## src/rtl/hseq_pkg.sv

```systemverilog
// Constants, types and step table for the homing sequencer
`default_nettype none
package hseq_pkg;

  // ==========================================================================
  // Mode selection
  localparam logic [5:0] MODE_FIRST = 6'h18;
  localparam logic [5:0] MODE_LAST  = 6'h1B;
  localparam logic [1:0] MODE_NEG   = 2'h3;

  // ==========================================================================
  // Branches and directions
  localparam logic [1:0] BR_ACT   = 2'h0;
  localparam logic [1:0] BR_INACT = 2'h1;
  localparam logic [1:0] BR_REV   = 2'h2;
  localparam logic       DIR_POS  = 1'h1;
  localparam logic       DIR_NEG  = 1'h0;
  localparam logic [1:0] IDX_ZERO = 2'h0;
  localparam logic [1:0] IDX_ONE  = 2'h1;

  // ==========================================================================
  // Sequencer state
  typedef enum logic [2:0] {
    ST_IDLE  = 3'b000,
    ST_RUN   = 3'b001,
    ST_STOP  = 3'b010,
    ST_DONE  = 3'b011,
    ST_ALARM = 3'b100
  } hseq_state_e;

  typedef struct packed {
    logic valid;
    logic dir;
    logic high;
    logic rise;
  } hseq_step_s;

  // ==========================================================================
  // One motion step: direction, speed and the switch edge that ends it
  function automatic hseq_step_s hseq_mk(input logic dir, input logic high,
                                         input logic rise);
    hseq_step_s s;
    s.valid = 1'b1;
    s.dir   = dir;
    s.high  = high;
    s.rise  = rise;
    return s;
  endfunction

  localparam logic H = 1'b1;
  localparam logic L = 1'b0;
  localparam logic R = 1'b1;
  localparam logic F = 1'b0;

  // Index is {mode-24, branch, step}; missing entries end the program
  function automatic hseq_step_s hseq_step_f(input logic [1:0] m,
                                             input logic [1:0] br,
                                             input logic [1:0] idx);
    hseq_step_s s;
    s = '0;
    case ({m, br, idx})
      6'h00: s = hseq_mk(DIR_NEG, H, F);
      6'h01: s = hseq_mk(DIR_POS, L, R);
      6'h04: s = hseq_mk(DIR_POS, H, R);
      6'h05: s = hseq_mk(DIR_NEG, H, F);
      6'h06: s = hseq_mk(DIR_POS, L, R);
      6'h08: s = hseq_mk(DIR_NEG, H, F);
      6'h09: s = hseq_mk(DIR_POS, L, R);
      6'h10: s = hseq_mk(DIR_POS, H, F);
      6'h11: s = hseq_mk(DIR_NEG, L, R);
      6'h14: s = hseq_mk(DIR_POS, H, F);
      6'h15: s = hseq_mk(DIR_NEG, L, R);
      6'h18: s = hseq_mk(DIR_NEG, H, R);
      6'h19: s = hseq_mk(DIR_POS, H, F);
      6'h1A: s = hseq_mk(DIR_NEG, L, R);
      6'h20, 6'h24, 6'h30, 6'h38: s = hseq_mk(DIR_POS, H, F);
      6'h21, 6'h25, 6'h31, 6'h39: s = hseq_mk(DIR_NEG, H, R);
      6'h22, 6'h26, 6'h32, 6'h3A: s = hseq_mk(DIR_POS, L, F);
      6'h28: s = hseq_mk(DIR_NEG, H, R);
      6'h29: s = hseq_mk(DIR_POS, L, F);
      6'h34: s = hseq_mk(DIR_NEG, H, R);
      6'h35: s = hseq_mk(DIR_POS, L, F);
      default: s = '0;
    endcase
    return s;
  endfunction

endpackage
`default_nettype wire

```

## src/rtl/hseq_sw_if.sv

```systemverilog
// Conditioned switch levels and edges shared inside the sequencer
`timescale 1ns/1ns
`default_nettype none
interface hseq_sw_if;
  logic home_lvl;
  logic home_rise;
  logic home_fall;
  logic pos_rise;
  logic neg_rise;

  modport cond (output home_lvl, home_rise, home_fall, pos_rise, neg_rise);
  modport seq  (input  home_lvl, home_rise, home_fall, pos_rise, neg_rise);
endinterface
`default_nettype wire

```

## src/rtl/hseq_sw_cond.sv

```systemverilog
// Switch sampler and edge detector for home and limit inputs
`timescale 1ns/1ns
`default_nettype none
module hseq_sw_cond (
  input  wire logic clk_sys_in,
  input  wire logic rstn_in,
  input  wire logic home_switch_in,
  input  wire logic positive_limit_in,
  input  wire logic negative_limit_in,
  hseq_sw_if.cond   sw
);

  // ==========================================================================
  // Sample and previous sample of each switch
  logic [2:0] smp;
  logic [2:0] prv;
  logic       primed;
  logic [2:0] next_smp;
  logic [2:0] next_prv;
  logic       next_primed;

  always_comb begin
    next_smp    = {negative_limit_in, positive_limit_in, home_switch_in};
    // First sample after reset fills both stages, so no false edge
    next_prv    = primed ? smp : next_smp;
    next_primed = 1'b1;
  end

  // A switch already on at release is seen as a level, never an edge
  always_ff @(posedge clk_sys_in) begin
    if (!rstn_in) begin
      smp    <= 3'h0;
      prv    <= 3'h0;
      primed <= 1'b0;
    end else begin
      smp    <= next_smp;
      prv    <= next_prv;
      primed <= next_primed;
    end
  end

  assign sw.home_lvl  = smp[0];
  assign sw.home_rise = smp[0] & ~prv[0]; // RL15
  assign sw.home_fall = ~smp[0] & prv[0]; // RL15
  assign sw.pos_rise  = smp[1] & ~prv[1];
  assign sw.neg_rise  = smp[2] & ~prv[2];

endmodule
`default_nettype wire

```

## src/rtl/hseq_top.sv

```systemverilog
// Homing sequencer for home-search modes 24 to 27
// Function
// RL1 - Mode 24 inactive on the positive side searches positive fast, reverses at the positive limit, stops at the switch fall, then approaches positive slowly to its rise.
// RL2 - Mode 24 inactive on the negative side runs positive fast to the rise, retreats fast past the fall, then runs positive slowly to the rise.
// RL3 - Mode 24 active at start runs negative fast to the fall, then positive slowly to the rise.
// RL4 - Modes 24 to 26 reverse on the first positive limit while moving positive and abort with alarm on the negative limit or a second positive limit.
// RL5 - Mode 25 inactive on the positive side reverses at the positive limit, runs negative fast to the rise and retreats fast past the fall.
// RL6 - Mode 25 then runs negative slowly to the rise, and inactive on the negative side runs positive fast to the fall then negative slowly to the rise.
// RL7 - Mode 25 active at start runs positive fast to the fall, then negative slowly to the rise.
// RL8 - Mode 26 inactive on the positive side reverses at the positive limit, runs negative fast to the rise, then positive slowly to the fall.
// RL9 - Mode 26 inactive on the negative side runs positive fast to the fall, returns fast to the rise, then positive slowly to the fall.
// RL10 - Modes 26 and 27 active at start run positive fast to the fall, return fast to the rise, then positive slowly to the fall.
// RL11 - Mode 27 inactive on the positive side runs negative fast to the rise, then positive slowly to the fall.
// RL12 - Mode 27 inactive on the negative side reverses at the negative limit, runs positive fast to the fall, returns to the rise, then positive slowly to the fall.
// RL13 - Mode 27 reverses on the first negative limit while moving negative and aborts with alarm on the positive limit or a second negative limit.
// RL14 - The position where the last slow stop reaches zero velocity is latched as home.
// RL15 - The switch level at start picks the branch and edges are changes between successive samples.
// RL16 - No new direction or speed command is given until the profile reports zero velocity after a stop; a start in the alarm state runs at once.
`timescale 1ns/1ns
`default_nettype none
module hseq_top #(
  parameter int POS_W = 32
) (
  input  wire logic             clk_sys_in,
  input  wire logic             rstn_in,
  input  wire logic             start_in,
  input  wire logic [5:0]       mode_in,
  input  wire logic             home_switch_in,
  input  wire logic             positive_limit_in,
  input  wire logic             negative_limit_in,
  input  wire logic             zero_vel_in,
  input  wire logic [POS_W-1:0] pos_in,
  output logic                  run_out,
  output logic                  dir_out,
  output logic                  speed_high_out,
  output logic                  stop_out,
  output logic                  busy_out,
  output logic                  done_out,
  output logic                  alarm_out,
  output logic                  home_valid_out,
  output logic [POS_W-1:0]      home_pos_out
);

  // ==========================================================================
  // Switch conditioning
  hseq_sw_if sw ();

  hseq_sw_cond u_cond (
    .clk_sys_in        (clk_sys_in),
    .rstn_in           (rstn_in),
    .home_switch_in    (home_switch_in),
    .positive_limit_in (positive_limit_in),
    .negative_limit_in (negative_limit_in),
    .sw                (sw)
  );

  // ==========================================================================
  // Sequencer state
  hseq_pkg::hseq_state_e state;
  hseq_pkg::hseq_state_e next_state;
  logic [1:0]            mode;
  logic [1:0]            next_mode;
  logic [1:0]            br;
  logic [1:0]            next_br;
  logic [1:0]            idx;
  logic [1:0]            next_idx;
  logic                  rev_used;
  logic                  next_rev_used;
  logic                  pend_rev;
  logic                  next_pend_rev;
  logic                  next_run;
  logic                  next_dir;
  logic                  next_high;
  logic                  next_stop;
  logic                  next_busy;
  logic                  next_done;
  logic                  next_alarm;
  logic                  next_home_valid;
  logic [POS_W-1:0]      next_home_pos;

  hseq_pkg::hseq_step_s  cur;
  hseq_pkg::hseq_step_s  nxt;
  hseq_pkg::hseq_step_s  nstep;
  logic                  neg_mode;
  logic                  hit;
  logic                  lim_rev;
  logic                  lim_oth;
  logic                  rev_ok;
  logic                  abort;
  logic                  moving;
  logic                  start_ok;

  assign cur      = hseq_pkg::hseq_step_f(mode, br, idx);
  assign nxt      = hseq_pkg::hseq_step_f(mode, br,
                                          2'(idx + hseq_pkg::IDX_ONE));
  assign neg_mode = (mode == hseq_pkg::MODE_NEG);
  assign hit      = cur.rise ? sw.home_rise : sw.home_fall;
  assign lim_rev  = neg_mode ? sw.neg_rise : sw.pos_rise; // RL4 RL13
  assign lim_oth  = neg_mode ? sw.pos_rise : sw.neg_rise; // RL4 RL13
  assign moving   = (state == hseq_pkg::ST_RUN) ||
                    (state == hseq_pkg::ST_STOP);
  // Reversal only once, and only while heading toward that limit
  assign rev_ok   = (state == hseq_pkg::ST_RUN) && lim_rev && !rev_used &&
                    (cur.dir == (neg_mode ? hseq_pkg::DIR_NEG
                                          : hseq_pkg::DIR_POS)); // RL4 RL13
  assign abort    = moving && (lim_oth || (lim_rev && !rev_ok)); // RL4 RL13
  assign start_ok = (mode_in >= hseq_pkg::MODE_FIRST) &&
                    (mode_in <= hseq_pkg::MODE_LAST);

  always_comb begin
    next_state      = state;
    next_mode       = mode;
    next_br         = br;
    next_idx        = idx;
    next_rev_used   = rev_used;
    next_pend_rev   = pend_rev;
    next_home_valid = home_valid_out;
    next_home_pos   = home_pos_out;
    next_alarm      = alarm_out;
    case (state)
      hseq_pkg::ST_IDLE, hseq_pkg::ST_DONE, hseq_pkg::ST_ALARM: begin
        if (start_in) begin
          next_home_valid = 1'b0;
          next_rev_used   = 1'b0;
          next_pend_rev   = 1'b0;
          next_idx        = hseq_pkg::IDX_ZERO;
          if (start_ok) begin
            next_mode  = 2'(mode_in - hseq_pkg::MODE_FIRST);
            next_br    = sw.home_lvl ? hseq_pkg::BR_ACT
                                     : hseq_pkg::BR_INACT; // RL15
            next_alarm = 1'b0;
            next_state = hseq_pkg::ST_RUN;
          end else begin
            // Unsupported mode is refused with the alarm
            next_alarm = 1'b1;
            next_state = hseq_pkg::ST_ALARM;
          end
        end
      end
      hseq_pkg::ST_RUN: begin
        if (abort) begin
          next_alarm = 1'b1;
          next_state = hseq_pkg::ST_ALARM;
        end else if (rev_ok) begin
          next_pend_rev = 1'b1; // RL4 RL13
          next_state    = hseq_pkg::ST_STOP;
        end else if (hit) begin
          next_state = hseq_pkg::ST_STOP; // RL1 RL5 RL8 RL12
        end
      end
      hseq_pkg::ST_STOP: begin
        if (abort) begin
          next_alarm = 1'b1;
          next_state = hseq_pkg::ST_ALARM;
        end else if (zero_vel_in) begin // RL16
          if (pend_rev) begin
            next_pend_rev = 1'b0;
            next_rev_used = 1'b1;
            next_br       = hseq_pkg::BR_REV;
            next_idx      = hseq_pkg::IDX_ZERO;
            next_state    = hseq_pkg::ST_RUN;
          end else if (!nxt.valid) begin
            next_home_pos   = pos_in; // RL14
            next_home_valid = 1'b1;   // RL14
            next_state      = hseq_pkg::ST_DONE;
          end else begin
            next_idx   = 2'(idx + hseq_pkg::IDX_ONE); // RL2 RL6 RL9 RL10
            next_state = hseq_pkg::ST_RUN;
          end
        end
      end
      default: begin
        next_state = hseq_pkg::ST_IDLE;
      end
    endcase
    // Command outputs follow the state being entered
    nstep     = hseq_pkg::hseq_step_f(next_mode, next_br, next_idx);
    next_run  = (next_state == hseq_pkg::ST_RUN);
    next_stop = (next_state == hseq_pkg::ST_STOP) ||
                (next_state == hseq_pkg::ST_ALARM); // RL16
    next_busy = next_run || (next_state == hseq_pkg::ST_STOP);
    next_done = (next_state == hseq_pkg::ST_DONE);
    // Direction and speed hold through the stop so the profile sees them
    next_dir  = next_run ? nstep.dir  : dir_out; // RL3 RL7 RL11
    next_high = next_run ? nstep.high : speed_high_out;
  end

  always_ff @(posedge clk_sys_in) begin
    if (!rstn_in) begin
      state          <= hseq_pkg::ST_IDLE;
      mode           <= 2'h0;
      br             <= hseq_pkg::BR_ACT;
      idx            <= hseq_pkg::IDX_ZERO;
      rev_used       <= 1'b0;
      pend_rev       <= 1'b0;
      run_out        <= 1'b0;
      dir_out        <= hseq_pkg::DIR_POS;
      speed_high_out <= 1'b0;
      stop_out       <= 1'b0;
      busy_out       <= 1'b0;
      done_out       <= 1'b0;
      alarm_out      <= 1'b0;
      home_valid_out <= 1'b0;
      home_pos_out   <= '0;
    end else begin
      state          <= next_state;
      mode           <= next_mode;
      br             <= next_br;
      idx            <= next_idx;
      rev_used       <= next_rev_used;
      pend_rev       <= next_pend_rev;
      run_out        <= next_run;
      dir_out        <= next_dir;
      speed_high_out <= next_high;
      stop_out       <= next_stop;
      busy_out       <= next_busy;
      done_out       <= next_done;
      alarm_out      <= next_alarm;
      home_valid_out <= next_home_valid;
      home_pos_out   <= next_home_pos;
    end
  end
endmodule
`default_nettype wire

```

## config.mk

```make
export PLATFORM = sky130hd
export DESIGN_NAME = hseq_top
export DESIGN_NICKNAME = d
export VERILOG_FILES = /design/src/rtl/hseq_pkg.sv /design/src/rtl/hseq_sw_if.sv /design/src/rtl/hseq_sw_cond.sv /design/src/rtl/hseq_top.sv
export SDC_FILE = /design/constraint.sdc
export NUM_CORES = 1
export LEC_CHECK = 0
export ABC_AREA = 1
export BUFFER_PORTS_ARGS = -buffer_cell sky130_fd_sc_hd__buf_2
export CORE_MARGIN = 2
export CORE_UTILIZATION = 51
export DETAILED_ROUTE_END_ITERATION = 8
export PLACE_DENSITY = 0.83
export REMOVE_ABC_BUFFERS = 1
export SLEW_MARGIN = 25
export SYNTH_ARGS = -nofsm -noshare
export SYNTH_HDL_FRONTEND = slang
export SYNTH_HIERARCHICAL = 1
export SYNTH_SLANG_ARGS = --single-unit
```

## constraint.sdc

```tcl
create_clock -name clk_sys_in -period 2.3 [get_ports clk_sys_in]
set_input_delay 0.46 -clock clk_sys_in [delete_from_list [all_inputs] [get_ports clk_sys_in]]
set_output_delay 0.46 -clock clk_sys_in [all_outputs]
set_load 0.005 [all_outputs]
```

* After elaboration in Yosys (flattened, before gate mapping) *
Memories as Yosys holds them, arrays and structs flattened. A register that Yosys moved wholly into a read port is not among the register bits.
Index checks and enable logic that the tools add are counted.

word-level totals
  input port bits = 45
  register bits after elaboration = 56
  memories = 3
  ROM bits = 768
  logic and storage cells = 129

operators by class
  $lt $le $gt $ge = 2
  muxes and demuxes = 52
  bitwise gates (word level) = 11
  eq/ne operators = 19
  $add $sub $neg = 2
  reduce and logical (&&, ||, !) cells = 24

memories
  name             words  bits a word  read ports  clocked after memory_dff  write ports  RTL line        source
  (no name shown)  64     4            1           1                         0            hseq_pkg.sv:61  case ({m, br, idx})
  (no name shown)  64     4            1           0                         0            hseq_pkg.sv:61
  (no name shown)  64     4            1           1                         0            hseq_pkg.sv:61

operators with widths
  operator                                                                number
  2-bit two-way mux                                                       15
  3-bit two-way mux                                                       8
  1-bit two-way mux                                                       21
  2-bit inequality test (second input constant)                           8
  3-bit by 2-bit == test with 1-bit output (second input constant)        4
  6-bit AND reduction                                                     2
  5-bit AND reduction                                                     2
  3-bit case mux with 3 select lines                                      1
  2-bit case mux with 2 select lines                                      2
  1-bit NOT                                                               7
  3-bit by 1-bit == test with 1-bit output (second input constant)        2
  3-bit == test (second input constant)                                   2
  6-bit by 5-bit >= comparator with 1-bit output (second input constant)  1
  6-bit by 5-bit <= comparator with 1-bit output (second input constant)  1
  1-bit logical AND                                                       6
  6-bit two-way mux                                                       1
  1-bit case mux with 2 select lines                                      3
  1-bit bitwise AND                                                       4
  1-bit logical OR                                                        4
  2-bit nonzero test                                                      2
  1-bit zero test                                                         3
  3-bit zero test                                                         1
  1-bit case mux with 3 select lines                                      1
  3-bit AND reduction                                                     1
  8 further kinds                                                         8

* Logic depth before layout (Yosys ltp) *
  depth in word-level cells = 14
  mapped depth = 20
  depth with buffers taken out = 20

* Cells and area by module *
The synthesis kept the hierarchy.

modules (own cells, without submodules)
  module        area an instance (µm²)  cells each  sequential area each (µm²)  instances
  hseq_top      2,542.4                 369         1,061.0                     1
  hseq_sw_cond  237.7                   33          140.1                       1

* Worst setup path before layout *
OpenSTA, ideal clock, no wires.

  path type = in2reg
  from = input mode_in[5]
  to = register dir_out
  path slack = 403 ps
  setup time = 116 ps
  data required time = 2,184 ps
  stages on the path = 14
  data arrival time = 1,781 ps
  cells stage by stage = nor2_1 > nand3_1 > nor2_1 > inv_1 > nor2_1 > inv_1 > o21ai_1 > inv_1 > a21oi_1 > nand2_1 > nand2_1 > nand2_1 > nand3_1 > nand2_1

on the way
  word-level cells in the longest chain between the ends = 6
  elaborated cells between the ends (all ways) = 13
  classes of those cells = order compare: 2; eq/ne: 1; mux: 9; reduce/logical: 1

RTL lines
  what                                                                                                              RTL line                          source
  start, declared                                                                                                   hseq_top.sv:27                    input wire logic [5:0] mode_in,
  6-bit by 5-bit >= comparator with 1-bit output or 6-bit by 5-bit <= comparator with 1-bit output (tied branches)  hseq_top.sv:107, hseq_top.sv:108
  1-bit logical AND *                                                                                               hseq_top.sv:107                   assign start_ok = (mode_in >= hseq_pkg::MODE_FIRST) &&
  3-bit two-way mux                                                                                                 hseq_top.sv:127                   if (start_ok) begin
  3-bit two-way mux                                                                                                 hseq_top.sv:122                   if (start_in) begin
  3-bit case mux with 3 select lines                                                                                hseq_top.sv:120                   case (state)
  3-bit by 1-bit == test with 1-bit output                                                                          hseq_top.sv:178                   next_run = (next_state == hseq_pkg::ST_RUN);
  end, declared                                                                                                     hseq_top.sv:34                    output logic dir_out,

Mark *: on every way between the ends. The rest lies on a longest branch, timed or not.
A chain may end at the register's enable or synchronous reset.

* Worst setup path in the final report *
  from = register state[1]
  to = register cur[0] (netlist name)

on the way
  word-level cells in the longest chain between the ends = 11
  elaborated cells between the ends (all ways) = 20
  classes of those cells = eq/ne: 4; mux: 6; reduce/logical: 10

RTL lines
  what                                      RTL line                          source
  start, declared                           hseq_top.sv:59                    hseq_pkg::hseq_state_e state;
  start signal, assigned                    hseq_top.sv:190                   state <= hseq_pkg::ST_IDLE;
  start signal, assigned                    hseq_top.sv:206                   state <= next_state;
  3-bit by 1-bit == test with 1-bit output  hseq_top.sv:100, hseq_top.sv:103
  1-bit logical AND (3 in a row)            hseq_top.sv:103                   assign rev_ok = (state == hseq_pkg::ST_RUN) && lim_rev && !rev_used &&
  1-bit zero test                           hseq_top.sv:106                   assign abort = moving && (lim_oth || (lim_rev && !rev_ok));
  1-bit logical AND                         hseq_top.sv:106
  1-bit logical OR                          hseq_top.sv:106
  1-bit logical AND                         hseq_top.sv:106
  2-bit two-way mux                         hseq_top.sv:152                   if (abort) begin
  2-bit case mux with 2 select lines        hseq_top.sv:120
  6-bit two-way mux (no line) *             -

Marked as above.

==> results.txt <==
----------------------------------------------------
[Pwr]
  Total Power ... 2.28 mW
  Areal power density over the cells ... 637 nW/um^2
  Leakage ... 1.78 nW
  Maximum vdd drop ... 0.000502 V

[Detailed routing]
  Violation count after the first detailed-route iteration ... 196
  Routed WL per cell ... 11.6 um
  Total Routed Length ... 6660 um
  Detailed-routing iteration count for the pre-antenna-repair pass ... 4
  DRC violations left ... 0
  Number of vias in the routed layout ... 2,842
  Count of antenna-violating nets left after detailed routing ... 0
  Average via count per standard cell ... 4.97

[Clock tree]
  TritonCTS clock tree ... built
  Clock-pin slew on the worst setup and hold paths ... 0.07 ns
  Root buffer cell ... clkbuf_8
  Cts hold-fix bufs ... 0
  Maximum number of buffers from clock root to sink ... 2
  Level count of the clock H-tree ... 3
  Sinks on Clock Net ... 60
  Clock insertion delay at the later pin of the skew report ... 0.34 ns
  Total clock buffers created by CTS ... 9

[STA]
  Ratio of final minimum period to clock period ... 91.5%
  Fin Clk Skew ... 0.00828 ns
  Slew @ Worst Pin ... 0.498 ns
  Relative slew margins ... 65.9%
  Time the final worst path needs with I/O delays and setup ... 2.10 ns
  Worst path setup slack after routing ... 0.196 ns
  Setup Total Neg Slack ... 0 ns
  Setup Viol. Count Final ... 0
  Setup repair after global routing missed its margin ... true
  Top achievable clock speed ... 475 MHz
  Final number of max-transition violations ... 0
  Final Hold Violating Endpoints ... 0

[Placement]
  I/O Buffers ... 84
  Placement Cell Area ... 3320 sq um
  Placed wire-length estimate ... 4750 um
  Place WS ... 0.0649 ns
  GP Congestion ... 0.964

[Floorplanning]
  # IOs ... 85
  Die area ... 6060 sq um
  X dimension of the die ... 77.8 um
  Die H ... 77.8 um
  Effective utilization at floorplan ... 53.7%
  Core footprint ... 5170 sq um
  Number of standard-cell rows in the floorplan ... 26

[Critical path]
  Reg-to-reg critical path startpoint ... state[1]$_SDFF_PN0_
  Reg2reg setup slack ... 0.20 ns
  Largest stage delay, worst path ... 0.35 ns
  Critical Path Sink Type ... register
  Worst Reg2Reg Path Length in Cells ... 16
  Top fanout value on the critical path ... 10
  Critical path, cell by cell ... inv_2 -> nor3_4 -> nor2_2 -> nand2_4 -> nand2_4 -> nor2_2 -> nand3_1 -> o21ai_2 -> inv_2 -> nand2_4 -> nand2_2 -> nor3_1 -> o21ai_1 -> nand2_1 -> nand2_1 -> nand2_1
  Startpoint types ... register
  Origin of the worst setup path ... state[1]$_SDFF_PN0_
  Startpoint-to-endpoint class of the critical path ... reg -> reg
  Slowest-stage cell, CP ... dfxtp_2
  Data arrival time of the critical path ... 2.39 ns
  Crit path to ... cur[0]$_DFF_P_
  Req. time, crit path ... 2.59 ns
  Worst R2R End ... cur[0]$_DFF_P_

[Global route]
  Vias in the first global route ... 2,632
  Remaining global-route overflow ... 0
  Largest net degree at the start of global routing ... 65
  GRT Util Overall ... 22.4%
  Antenna violations before repair ... 0
  First-pass GRT wire length ... 10,900 um

[Synth]
  Number of distinct library cells after synthesis ... 29
  Async SR Flop Fraction ... 0%
  Portion of the post-synthesis area used by sequential elements ... 43.2%
  Top cell types by occurrence after synthesis ... inv_1 (79), nand2_1 (69), dfxtp_1 (60)
  Biggest area consumer among synthesized cells ... dfxtp_1
  Share of the synthesized area in the top cell type ... 43.2%
  Post-Synthesis Cell Area ... 2780 sq um
  EDFF count, synth ... 0
  Synth Flop Type ... dfxtp_1
  Library cell with the highest instance count after synthesis ... inv_1
  #FFs+latches synth ... 60
  Count of yosys warnings during synthesis ... 6
  Dominant cells by area after synthesis ... dfxtp_1 (43%), inv_1 (11%), nand2_1 (9.3%)
  Mean post-synth cell area ... 6.92 sq um
  Number of instances in the synthesized netlist ... 402

[Layout]
  Layout Cell Area excl Fill ... 3580 sq um
  Final Util ... 69.3%
  Final #Nets ... 543
  Proportion of layout cells with a drive suffix above 1 ... 28.1%
  Antenna cells ... 0
  Relative area change from synthesis to final layout ... 28.9%

[Flow run]
  Max Cap Viol ... 0

[Run status]
  Status ... finished, final reports clean

[Worst hold path]
  Type of the worst min-delay path ... in -> reg

----------------------------------------------------
[cell type report]
| class | count | area [sq um] |
|---|---|---|
| multi-input combinational | 250 | 1250 |
| sequential | 60 | 1210 |
| inverter | 81 | 304 |
| fill | 434 | 1590 |
| clock inverter | 4 | 72.6 |
| clock buffer | 12 | 145 |
| tap | 70 | 87.6 |
| timing repair buffer | 95 | 515 |
[per-layer routing]
metal,track usage [%],share of wire [%]
met1,26.2,43
met2,36.9,48
met4,11.6,2.3
met5,0,0
met3,6.63,6.8
[worst min path at each step]
stage | from | cells past startpoint | end
6_report | negative_limit_in | 3 | u_cond/smp[2]$_SDFF_PN0_
5_1_grt | negative_limit_in | 3 | u_cond/smp[2]$_SDFF_PN0_
4_1_cts | negative_limit_in | 3 | u_cond/smp[2]$_SDFF_PN0_
3_5_place_dp | home_pos_out[4]$_SDFFE_PN0P_ | 2 | home_pos_out[4]$_SDFFE_PN0P_
3_3_place_gp | home_pos_out[7]$_SDFFE_PN0P_ | 2 | home_pos_out[7]$_SDFFE_PN0P_
2_1_floorplan | rev_used$_SDFFE_PN0P_ | 2 | rev_used$_SDFFE_PN0P_
[where the power goes]
group          switching, mW  leakage [nW]  internal (mW)
Combinational         0.0932          1.19         0.0698
Clock                  0.410         0.107          0.639
Sequential            0.0137         0.489           1.06
[cells in the final DEF (no fill, tap or decap), types with 2 or more instances in the layout]
cell,count
clkbuf_1,2
nor2_1,31
nor2_2,5
dfxtp_2,4
o21ai_0,41
nand3_2,4
clkbuf_8,10
nand4_1,3
buf_2,84
dfxtp_1,56
nand2_1,68
o21ai_1,5
bufinv_16,2
nand3_1,20
o21ai_2,3
nand2_4,4
a21oi_1,46
inv_1,78
buf_4,10
nand2_2,6
inv_2,3
a31oi_1,2
[critical path: cells and delay by family, from the launching register on]
kind            cells  cell delay (ns)
compound gates      2             0.30
buf+inv             2             0.13
flops               1             0.35
simple gates       12             1.29
[state kept, by name, summed over array words and instances (netlist names)]
signal	count
u_cond/smp	3
idx	2
dir_out	1
state	3
u_cond/prv	3
cur	2
busy_out	1
rev_used	1
mode	2
alarm_out	1
done_out	1
br	2
u_cond/primed	1
home_valid_out	1
stop_out	1
speed_high_out	1
run_out	1
home_pos_out	32
pend_rev	1
[through the flow]
stage	hold WS, ns	std cells
floorplan	0.439	391
detailed placement	0.433	552
global placement	0.429	552
finish	0.325	572
CTS	0.312	568
global route	0.323	572
[kinds of logic after synthesis]
logic type / count (synthesis) / share of synthesized area [%]
buffers and inverters: 92 / 12.4
DFF: 60 / 43.2
AOI/OAI and AO/OA: 102 / 19.2
and+or+nand+nor: 146 / 24.3
muxes: 1 / 0.360
adders and majority gates: 1 / 0.450
[repair_timing]
item / in CTS / in global routing
hold endpoints to repair: 0 / 0
resized for setup: 0 / 11
setup endpoints to repair: 0 / 5
setup buffers: 0 / 4
No activity file was read; power rests on OpenSTA's default activity.
